File: src/brr_pkg.sv
// package with constants, field layout and types of the boot-at-reset read block
package brr_pkg;

    // serial command codes
    localparam logic [7:0] CMD_WRITE_UNLOCK    = 8'h06;  // write_unlock_cmd, sets the latch
    localparam logic [7:0] CMD_WRITE_LOCK      = 8'h04;  // clears the latch
    localparam logic [7:0] CMD_STATUS_READ     = 8'h05;  // status byte read
    localparam logic [7:0] CMD_BOOT_REG_READ   = 8'h14;  // boot_reg_read_cmd
    localparam logic [7:0] CMD_BOOT_REG_WRITE  = 8'h15;  // boot_reg_write_cmd
    localparam logic [7:0] CMD_SOFT_RESET      = 8'h99;  // software reset, re-arms boot read

    // boot_read_config field layout
    localparam int CFG_ON_BIT      = 0;   // boot_feature_on
    localparam int CFG_DELAY_LSB   = 1;   // boot_delay_count, 4 bits
    localparam int CFG_ADDR_LSB    = 8;   // boot_start_addr, 24 bits
    localparam int CFG_BITS        = 32;  // register width in bits

    // status byte bit positions
    localparam int STAT_WIP_BIT    = 0;   // write_in_progress
    localparam int STAT_WEL_BIT    = 1;   // write_unlock_latch
    localparam int STAT_QE_BIT     = 6;   // quad_lines_on

    // internal register write time
    localparam int WRITE_TIME_NS   = 2000;                         // time of one register write
    localparam int CLK_PERIOD_NS   = 10;                           // core_clk period
    localparam int WRITE_CYCLES    = WRITE_TIME_NS / CLK_PERIOD_NS; // rounded down, longest time
    localparam logic [15:0] WRITE_CYCLES_W = 16'(WRITE_CYCLES);

    // sequencer states, one-hot
    typedef enum logic [7:0] {
        ST_IDLE      = 8'h01,  // chip select high
        ST_BOOT_WAIT = 8'h02,  // boot read initial delay
        ST_BOOT_DATA = 8'h04,  // boot read streaming
        ST_CMD       = 8'h08,  // shifting in command code
        ST_RD_CFG    = 8'h10,  // shifting out config register
        ST_WR_CFG    = 8'h20,  // shifting in config register data
        ST_STATUS    = 8'h40,  // shifting out status byte
        ST_IGNORE    = 8'h80   // waits for chip select high
    } brr_state_type;

    // complete state of the block
    typedef struct packed {
        logic          cs_s1;      // chip select sync stage 1
        logic          cs_s2;      // chip select sync stage 2
        logic          cs_prev;    // delayed stage 2 for edges
        logic          sck_s1;     // serial clock sync stage 1
        logic          sck_s2;     // serial clock sync stage 2
        logic          sck_prev;   // delayed stage 2 for edges
        logic          di_s1;      // io0 sync stage 1
        logic          di_s2;      // io0 sync stage 2
        brr_state_type state;      // sequencer state
        logic          armed;      // boot read still allowed
        logic          soft_rst;   // software reset pending until chip select high
        logic          write_unlock_latch;        // write_unlock_latch
        logic          write_in_progress;        // write_in_progress
        logic [15:0]   busy_cnt;   // cycles left of the internal write
        logic [5:0]    cnt;        // bit counter of the current phase
        logic [7:0]    cmd;        // command shift register
        logic [31:0]   wr_data;    // incoming config data
        logic [3:0]    delay_cnt;  // boot delay cycles left
        logic          quad;       // boot read uses four lines
        logic [23:0]   addr;       // boot read byte address
        logic [3:0]    io_out;     // data pin drive values
        logic [3:0]    io_oe;      // data pin enables
        logic          nv_wr;      // store strobe to the retained cells
        logic [31:0]   nv_wdata;   // value to store
    } brr_regs_type;

endpackage : brr_pkg

File: src/brr_boot_read.sv
// boot-at-reset read sequencer with boot register read and write commands
// Function
// - enabled boot read starts armed from every reset
// - hold data for configured 4-bit delay count
// - quad bit selects four-line or one-line format
// - first address comes from start address field
// - stream consecutive bytes while select stays low
// - select high returns to single-line command mode
// - boot read never repeats until next reset or software reset command
// - boot read only when enable bit set
// - config register kept in retained storage
// - command 14h reads register, low byte first
// - register read repeats while select low
// - register write 15h needs set unlock latch
// - exactly 32 bits, write starts at select high
// - write in progress reads one until done
// - finished register write clears unlock latch
`timescale 1ns/1ps

module brr_boot_read
    import brr_pkg::*;
(
    input  wire logic        core_clk,       // system clock, 100 MHz
    input  wire logic        reset,          // asynchronous reset, active high
    input  wire logic        spi_cs_n,       // chip select pin, active low
    input  wire logic        spi_sck,        // serial clock pin
    input  wire logic [3:0]  spi_io_in,      // data pins, input side
    output logic      [3:0]  spi_io_out,     // data pins, output side
    output logic      [3:0]  spi_io_oe,      // data pins, drive enable
    input  wire logic        quad_lines_on,  // status quad enable bit
    input  wire logic [31:0] nv_config,      // retained boot_read_config value
    output logic             nv_write,       // one-cycle store strobe
    output logic      [31:0] nv_write_data,  // value stored on nv_write
    output logic      [23:0] mem_addr,       // array byte address
    input  wire logic [7:0]  mem_data        // array byte at mem_addr
);

    brr_regs_type r_reg;   // registered state
    brr_regs_type r_next;  // next state

    // config register byte-wise, msb-first bit index for serial position c
    function automatic logic [4:0] ser_index(input logic [5:0] c);
        ser_index = {c[4:3], ~c[2:0]};
    endfunction : ser_index

    logic       sck_rise;  // serial clock rising edge
    logic       sck_fall;  // serial clock falling edge
    logic       cs_fall;   // select asserted
    logic       cs_rise;   // select released
    logic [7:0] status;    // status byte as read out
    logic [7:0] cmd_full;  // command including the bit taken now

    // edge finders look at the second sync stage only
    assign sck_rise = r_reg.sck_s2 & ~r_reg.sck_prev;
    assign sck_fall = ~r_reg.sck_s2 & r_reg.sck_prev;
    assign cs_fall  = ~r_reg.cs_s2 & r_reg.cs_prev;
    assign cs_rise  = r_reg.cs_s2 & ~r_reg.cs_prev;
    assign cmd_full = {r_reg.cmd[6:0], r_reg.di_s2};

    // status byte with progress and latch flags
    always_comb begin
        status               = 8'h00;
        status[STAT_WIP_BIT] = r_reg.write_in_progress;
        status[STAT_WEL_BIT] = r_reg.write_unlock_latch;
        status[STAT_QE_BIT]  = quad_lines_on;
    end

    // next-state logic
    always_comb begin
        r_next          = r_reg;
        r_next.nv_wr    = 1'b0;
        // two-stage synchronisers for the pins
        r_next.cs_s1    = spi_cs_n;
        r_next.cs_s2    = r_reg.cs_s1;
        r_next.cs_prev  = r_reg.cs_s2;
        r_next.sck_s1   = spi_sck;
        r_next.sck_s2   = r_reg.sck_s1;
        r_next.sck_prev = r_reg.sck_s2;
        r_next.di_s1    = spi_io_in[0];
        r_next.di_s2    = r_reg.di_s1;

        // internal register write timer
        if (r_reg.write_in_progress) begin
            if (r_reg.busy_cnt == 16'h0000) begin
                r_next.write_in_progress = 1'b0;
                r_next.write_unlock_latch = 1'b0;
            end else begin
                r_next.busy_cnt = r_reg.busy_cnt - 16'h0001;
            end
        end

        if (cs_rise) begin
            // select high ends any phase, back to single-line mode
            r_next.state  = ST_IDLE;
            r_next.io_oe  = 4'h0;
            // write only with exactly 32 data bits
            if (r_reg.state == ST_WR_CFG && r_reg.cnt == 6'(CFG_BITS)) begin
                r_next.write_in_progress      = 1'b1;
                r_next.busy_cnt = WRITE_CYCLES_W;
                r_next.nv_wr    = 1'b1;
                r_next.nv_wdata = r_reg.wr_data;
            end
            if (r_reg.soft_rst) begin
                r_next.armed    = 1'b1;     // software reset re-arms
                r_next.soft_rst = 1'b0;
            end
        end else if (cs_fall) begin
            r_next.cnt = 6'h00;
            r_next.cmd = 8'h00;
            r_next.armed = 1'b0;            // only the first select after a reset or software reset may boot
            if (r_reg.armed && nv_config[CFG_ON_BIT] && !r_reg.write_in_progress) begin
                // boot read, no command expected
                r_next.addr      = nv_config[CFG_ADDR_LSB +: 24];
                r_next.delay_cnt = nv_config[CFG_DELAY_LSB +: 4];
                r_next.quad      = quad_lines_on;
                r_next.state     = ST_BOOT_WAIT;
                r_next.io_oe     = quad_lines_on ? 4'hF : 4'h2;
                // a zero delay is served in the wait state, once mem_addr shows the start address
            end else begin
                r_next.state = ST_CMD;
            end
        end else begin
            unique case (r_reg.state)
                ST_IDLE: begin
                    // waits for select
                end
                ST_BOOT_WAIT: begin
                    // count delay clocks, host is silent meanwhile
                    if (r_reg.delay_cnt == 4'h0) begin
                        // zero delay: first bit one cycle after select, before the first clock
                        r_next.state  = ST_BOOT_DATA;
                        r_next.io_out = r_reg.quad ? mem_data[7:4] : {2'b00, mem_data[7], 1'b0};
                        r_next.cnt    = 6'h01;
                    end else if (sck_fall) begin
                        r_next.delay_cnt = r_reg.delay_cnt - 4'h1;
                        if (r_reg.delay_cnt == 4'h1) begin
                            r_next.state  = ST_BOOT_DATA;
                            r_next.io_out = r_reg.quad ? mem_data[7:4] : {2'b00, mem_data[7], 1'b0};
                            r_next.cnt    = 6'h01;
                        end
                    end
                end
                ST_BOOT_DATA: begin
                    // stream bytes on falling edges
                    if (sck_fall) begin
                        if (r_reg.quad) begin
                            // two nibbles per byte, high first
                            r_next.io_out = r_reg.cnt[0] ? mem_data[3:0] : mem_data[7:4];
                            r_next.cnt    = {5'h00, ~r_reg.cnt[0]};
                            if (r_reg.cnt[0]) begin
                                r_next.addr = r_reg.addr + 24'h000001;
                            end
                        end else begin
                            r_next.io_out = {2'b00, mem_data[3'h7 - r_reg.cnt[2:0]], 1'b0};
                            r_next.cnt    = {3'h0, r_reg.cnt[2:0] + 3'h1};
                            if (r_reg.cnt[2:0] == 3'h7) begin
                                r_next.addr = r_reg.addr + 24'h000001;
                            end
                        end
                    end
                end
                ST_CMD: begin
                    // shift in the code on rising edges, msb first
                    if (sck_rise) begin
                        r_next.cmd = cmd_full;
                        r_next.cnt = r_reg.cnt + 6'h01;
                        if (r_reg.cnt == 6'h07) begin
                            r_next.cnt   = 6'h00;
                            r_next.state = ST_IGNORE;
                            if (cmd_full == CMD_STATUS_READ) begin
                                r_next.state = ST_STATUS;          // readable while busy
                            end else if (!r_reg.write_in_progress) begin
                                // other commands refused during a write
                                if (cmd_full == CMD_WRITE_UNLOCK) begin
                                    r_next.write_unlock_latch = 1'b1;
                                end else if (cmd_full == CMD_WRITE_LOCK) begin
                                    r_next.write_unlock_latch = 1'b0;
                                end else if (cmd_full == CMD_BOOT_REG_READ) begin
                                    r_next.state = ST_RD_CFG;
                                end else if (cmd_full == CMD_BOOT_REG_WRITE && r_reg.write_unlock_latch) begin
                                    r_next.state   = ST_WR_CFG;
                                    r_next.wr_data = nv_config;
                                end else if (cmd_full == CMD_SOFT_RESET) begin
                                    r_next.soft_rst = 1'b1;
                                end
                            end
                        end
                    end
                end
                ST_RD_CFG: begin
                    // low byte first, msb of each byte first, wraps every 32 bits
                    if (sck_fall) begin
                        r_next.io_oe  = 4'h2;
                        r_next.io_out = {2'b00, nv_config[ser_index(r_reg.cnt)], 1'b0};
                        r_next.cnt    = {1'b0, r_reg.cnt[4:0] + 5'h01};
                    end
                end
                ST_WR_CFG: begin
                    // gather data bits in the same order, count past 32 to spot excess
                    if (sck_rise) begin
                        if (r_reg.cnt < 6'(CFG_BITS)) begin
                            r_next.wr_data[ser_index(r_reg.cnt)] = r_reg.di_s2;
                        end
                        if (r_reg.cnt != 6'h3F) begin
                            r_next.cnt = r_reg.cnt + 6'h01;
                        end
                    end
                end
                ST_STATUS: begin
                    // status byte repeated, msb first
                    if (sck_fall) begin
                        r_next.io_oe  = 4'h2;
                        r_next.io_out = {2'b00, status[3'h7 - r_reg.cnt[2:0]], 1'b0};
                        r_next.cnt    = {3'h0, r_reg.cnt[2:0] + 3'h1};
                    end
                end
                ST_IGNORE: begin
                    // nothing until select high
                end
                default: begin
                    r_next.state = ST_IDLE;
                end
            endcase
        end
    end

    // state register
    always_ff @(posedge core_clk or posedge reset) begin
        if (reset) begin
            r_reg          <= '0;
            r_reg.cs_s1    <= 1'b1;
            r_reg.cs_s2    <= 1'b1;
            r_reg.cs_prev  <= 1'b1;
            r_reg.state    <= ST_IDLE;
            r_reg.armed    <= 1'b1;
        end else begin
            r_reg <= r_next;
        end
    end

    // outputs straight from flip-flops
    assign spi_io_out    = r_reg.io_out;
    assign spi_io_oe     = r_reg.io_oe;
    assign nv_write      = r_reg.nv_wr;
    assign nv_write_data = r_reg.nv_wdata;
    assign mem_addr      = r_reg.addr;

endmodule : brr_boot_read

File: config.mk
export PLATFORM = sky130hd
export DESIGN_NAME = brr_boot_read
export DESIGN_NICKNAME = d
export VERILOG_FILES = /design/src/brr_pkg.sv /design/src/brr_boot_read.sv
export SDC_FILE = /design/constraint.sdc
export NUM_CORES = 1
export LEC_CHECK = 0
export BUFFER_PORTS_ARGS = -buffer_cell sky130_fd_sc_hd__buf_2
export CAP_MARGIN = 40
export CORE_MARGIN = 1
export CORE_UTILIZATION = 60
export DETAILED_ROUTE_END_ITERATION = 10
export PLACE_DENSITY = 0.93
export REMOVE_ABC_BUFFERS = 1
export SLEW_MARGIN = 20
export SYNTH_ARGS = -nofsm -noshare
export SYNTH_HDL_FRONTEND = slang
export SYNTH_SLANG_ARGS = --single-unit
File: constraint.sdc
create_clock -name core_clk -period 13 [get_ports core_clk]
set_input_delay 0.65 -clock core_clk [delete_from_list [all_inputs] [get_ports core_clk]]
set_output_delay 0.65 -clock core_clk [all_outputs]
set_load 0.02 [all_outputs]
* Word-level counts from Yosys, hierarchy flattened *
Cells that the tools add are included.

storage, ports and cells
  word-level logic and storage cells = 239
  bits of input ports = 49
  output and inout port bits = 65
  flip-flop bits (word level) = 151

operators by class
  $lt $le $gt $ge = 4
  reductions and logical operators = 36
  $add $sub $neg = 7
  equality and inequality tests = 61
  bitwise operators = 12
  muxes and demuxes = 95

operators with widths
  cell                                                                    number
  32-bit 2-to-1 mux                                                       9
  8-bit 2-to-1 mux                                                        15
  24-bit 2-to-1 mux                                                       4
  33-bit 2-to-1 mux                                                       2
  32-bit one-hot mux with 2 select lines                                  1
  28-bit 2-to-1 mux                                                       2
  4-bit 2-to-1 mux                                                        14
  6-bit 2-to-1 mux                                                        9
  46-bit 2-to-1 mux                                                       1
  2-bit != test (second input constant)                                   19
  6-bit one-hot mux with 6 select lines                                   1
  17-bit 2-to-1 mux                                                       2
  32-bit bitwise mux                                                      1
  8-bit by 3-bit equality test with 1-bit output (second input constant)  4
  29-bit 2-to-1 mux                                                       1
  24-bit by 1-bit adder with 24-bit output (second input constant)        1
  8-bit by 5-bit equality test with 1-bit output (second input constant)  3
  4-bit != test (second input constant)                                   6
  8-bit one-hot mux with 3 select lines                                   1
  2-bit nonzero test                                                      11
  3-bit != test (second input constant)                                   7
  18-bit 2-to-1 mux                                                       1
  8-bit equality test (second input constant)                             2
  16-bit logical NOT                                                      1
  other kinds (54)                                                        97

* Longest topological paths before layout *
  depth after elaboration = 13
  mapped depth = 10
  depth with buffers taken out = 8

* Worst setup path before layout *
OpenSTA, ideal clock, no wires.

  path type = reg2reg
  start = register r_reg[116] in the netlist's numbering
  end = register r_reg[122] in the netlist's numbering
  path slack = 10804 ps
  buffers on the path = 1
  library setup time = 134 ps
  stages on the path, launching flop included = 10
  required time = 12866 ps
  arrival time = 2062 ps
  clock period less this slack = 2196 ps
  cells stage by stage = dfrtp_1 -> inv_1 -> ha_1 -> nor3b_1 -> nor3b_1 -> a21oi_1 -> clkbuf_1 -> nand3_1 -> xor2_1 -> nand2_1

RTL lines
  what                    line                  text
  from (decl)             brr_boot_read.sv:38   brr_regs_type r_reg;
  from (signal assigned)  brr_boot_read.sv:237  r_reg <= r_next;

* Worst setup path in the final report *
  start = register r_reg[149] in the netlist's numbering
  end = register r_reg[95] in the netlist's numbering

between the ends
  word-level cells in the longest chain between the ends = 4
  elaborated cells between the ends (all ways) = 6
  those cells by class = 5 x bitwise; 1 x reduce/logical

ends and longest elaborated chain
  what                                line                 text
  1-bit NOT                           brr_boot_read.sv:57  assign cs_rise = r_reg.cs_s2 & ~r_reg.cs_prev;
  1-bit bitwise AND                   brr_boot_read.sv:57
  1-bit NOT (no line)                 -
  13-bit AND reduction (no line) (*)  -

Mark *: on every way between the ends. The rest lies on a longest branch, timed or not.
A chain may end at the register's enable or synchronous reset.

==> metrics.md <==
| Metric | Value |
|---|---|
| Sequential area share after synthesis | 0.4142 |
| Post-synth EDFFs | 0 |
| Synth area leaders | dfrtp_1 40%, nand2_1 6.4%, a21oi_1 6.1%, buf_4 5.4%, nor2_1 2.5% |
| RR Endpoint | r_reg[95] |
| Vias per inst | between 6 and 7 |
| WL final | approximately 24 mm |
| Full die area | ~16000 um2 |
| Yosys warnings | 0 |
| Layout cells sized above 1 | 0.1813 |
| Slew @ Worst Pin | between 0.8 and 0.9 ns |
| Max-slew violations | 0 |
| #FFs+latches synth | around 150 |
| Clock sinks | around 150 |
| Crit share post-route | 0.2625 |
| Netlist Area Pre-Place | approximately 9000 um2 |
| Setup tns final | 0 ns |
| Area Growth Syn to Fin | 8.535% |
| Critical path type | reg2reg |
| Crit. End Element | register |
| Register-to-register setup slack | roughly 9.6 ns |
| Post-CTS setup buffers | 0 |
| Post-DP HPWL | 15.99 mm |
| Largest net degree at the start of global routing | a little over 90 |
| Clock Tree Buf Depth | 2 |
| Root Buffer | clkbuf_16 |
| Clk_skew | between 0.008 and 0.009 ns |
| GRT overflow | 0 |
| Avg Cell Area, Syn | around 8.5 um2 |
| Diodes inserted | 0 |
| DR iter-0 viols | 1125 |
| RSZ-0062 raised after global routing | no |
| Lkg Pwr | 4.424 nW |
| Final Hold Viols | 0 |
| Clk_lat worst skew | roughly 0.44 ns |
| Global-route wire length before repair | about 38 mm |
| PD cells | 121.7 nW/um2 |
| Hold_buf cts | 0 |
| CTS Buf Count | 17 |
| Clock Pin Slew Worst Setup and Hold Paths | roughly 0.060 ns |
| Most common cell in the synthesized netlist | nand2_1 |
| First-pass DRT Iterations | 7 |
| Area leader, netlist | dfrtp_1 |
| Max reg flops | 73 |
| Worst r2r src | r_reg[149] |
| Antenna viol nets, final | 0 |
| Critical-path maximum fanout | 64 |
| Overall die width | 124.6 um |
| Setup violations, final | 0 |
| MaxCap Viol Count | 0 |
| CTS resizes | 0 |
| CTS tree | yes |
| Finished Core Util | 0.6708 |
| Final Net Count | 1129 |
| Synth unique cells | 84 |
| Core Rows | 44 |
| WL/cell | about 19 um |
| Async set-reset flop share out of synthesis | 1.000 |
| Synthesized instance count | around 1.1k |
| Arrival time worst endpoint | roughly 3.8 ns |
| Data required, critical path | 13.35 ns |
| Outcome | finished clean |
| Min Tclk post-route | roughly 3.4 ns |
| H-Tree Depth | 4 |
| Initial Utilization | 0.6180 |
| Initial antenna violation count | 0 |
| Chip height | around 120 um |
| R2R depth | 9 |
| Commonest cells post-synth | 153 x nand2_1, 144 x dfrtp_1, 110 x a21oi_1, 65 x buf_4, 59 x nor2_1 |
| DRC Markers | 0 |
| Worst hold path class | in2async |
| GRT Total Usage | 0.3088 |
| Worst VDD drop | 0.1080 mV |
| Startpoint Class | register |
| Max Clock Freq | around 0.29 GHz |
| Number of I/O port buffers | 110 |
| Number of vias in the routed layout | just over 8k |
| Vias in the first global route | ~7.5k |
| GP Congestion | about 0.94 |
| Yosys top cell area share | 0.3997 |
| Core area | roughly 15000 um2 |
| Ys flop type | dfrtp_1 |
| Slew HR | 0.3963 |
| # IOs | 114 |
[cell type report]
cell class | count | area, um2
well taps | 184 | 230.2
multi-input cells | 761 | 4493
clock buffers | 19 | 452.9
inverters | 20 | 80.08
fillers | 1124 | 4803
flip-flops and latches | 149 | 3735
repair buffers | 120 | 673.1
clock inverters | 12 | 121.4
[how the worst max path moves through the flow]
| stage | from | end | slack [ns] | cells past startpoint |
|---|---|---|---|---|
| finish | r_reg[149] | r_reg[95] | 9.59 | 9 |
| global route | r_reg[149] | r_reg[101] | 9.40 | 9 |
| detailed placement | r_reg[149] | r_reg[78] | 9.69 | 9 |
| global placement | r_reg[110] | mem_addr[18] | 9.62 | 7 |
| CTS | r_reg[149] | r_reg[78] | 9.65 | 9 |
| floorplan | reset | cmd_full[0] | 8.35 | 1 |
[kinds of logic after synthesis]
kind of cell             count (synthesis)  synth area share
AND/OR/NAND/NOR                        406            0.2259
AO/OA/AOI/OAI                          294            0.1980
flip-flops                             149            0.4142
buffers and inverters                  147           0.09006
multiplexers                            35           0.04191
XOR/XNOR                                15           0.01457
adder cells (fa/ha/maj)                 11           0.01526
[cell usage in the layout, fill, tap and decap left out, types with 10 or more instances in the layout]
cell	n
nand2_1	153
dfrtp_1	144
buf_2	110
a21oi_1	109
nor2_1	59
o21ai_1	44
nor3_1	42
o21ai_0	42
nand3_1	34
mux2i_1	22
o22ai_1	19
clkbuf_16	17
inv_1	16
nand2b_1	13
nand4_1	12
ha_1	11
and2_1	10
[per-stage QoR]
| step | std cells | area [um2] | setup slack (ns) | hold WS, ns | power (mW) |
|---|---|---|---|---|---|
| after global routing | 1265 | 9786 | 9.405 | 0.3055 | 1.232 |
| after global placement | 1230 | 9134 | 9.619 | 0.3345 | 0.7014 |
| after floorplan | 930 | 8279 | 8.350 | 0.3312 | 0.6530 |
| after detailed placement | 1233 | 9196 | 9.685 | 0.3395 | 0.7105 |
| after CTS | 1264 | 9771 | 9.654 | 0.3054 | 1.187 |
| final | 1265 | 9786 | 9.587 | 0.3060 | 1.191 |
[critical path, cell delays in order, from the launching register on]
cell,delay (ns)
dfstp_2,0.53
ha_1,0.14
buf_4,0.39
clkinv_1,0.70
nand2_1,0.48
nor4_1,0.15
o21ai_4,0.07
buf_4,0.47
o21ai_0,0.19
o21ai_1,0.13
[routing by layer]
metal	vias to the layer above	GRT usage	share of wire	wire [um]
met4	0	0.1502	0.034	799
li1	3732	-	-	-
met5	-	0	0	0
met2	516	0.4618	0.45	10530
met3	84	0.07174	0.10	2375
met1	3840	0.4228	0.42	9831
[report_power, final]
part | internal [mW] | total, mW | switching (mW)
logic | 0.0605 | 0.159 | 0.0983
clock network | 0.275 | 0.482 | 0.207
registers | 0.514 | 0.549 | 0.0350
Note: power is estimated with default switching activity, not from simulation.
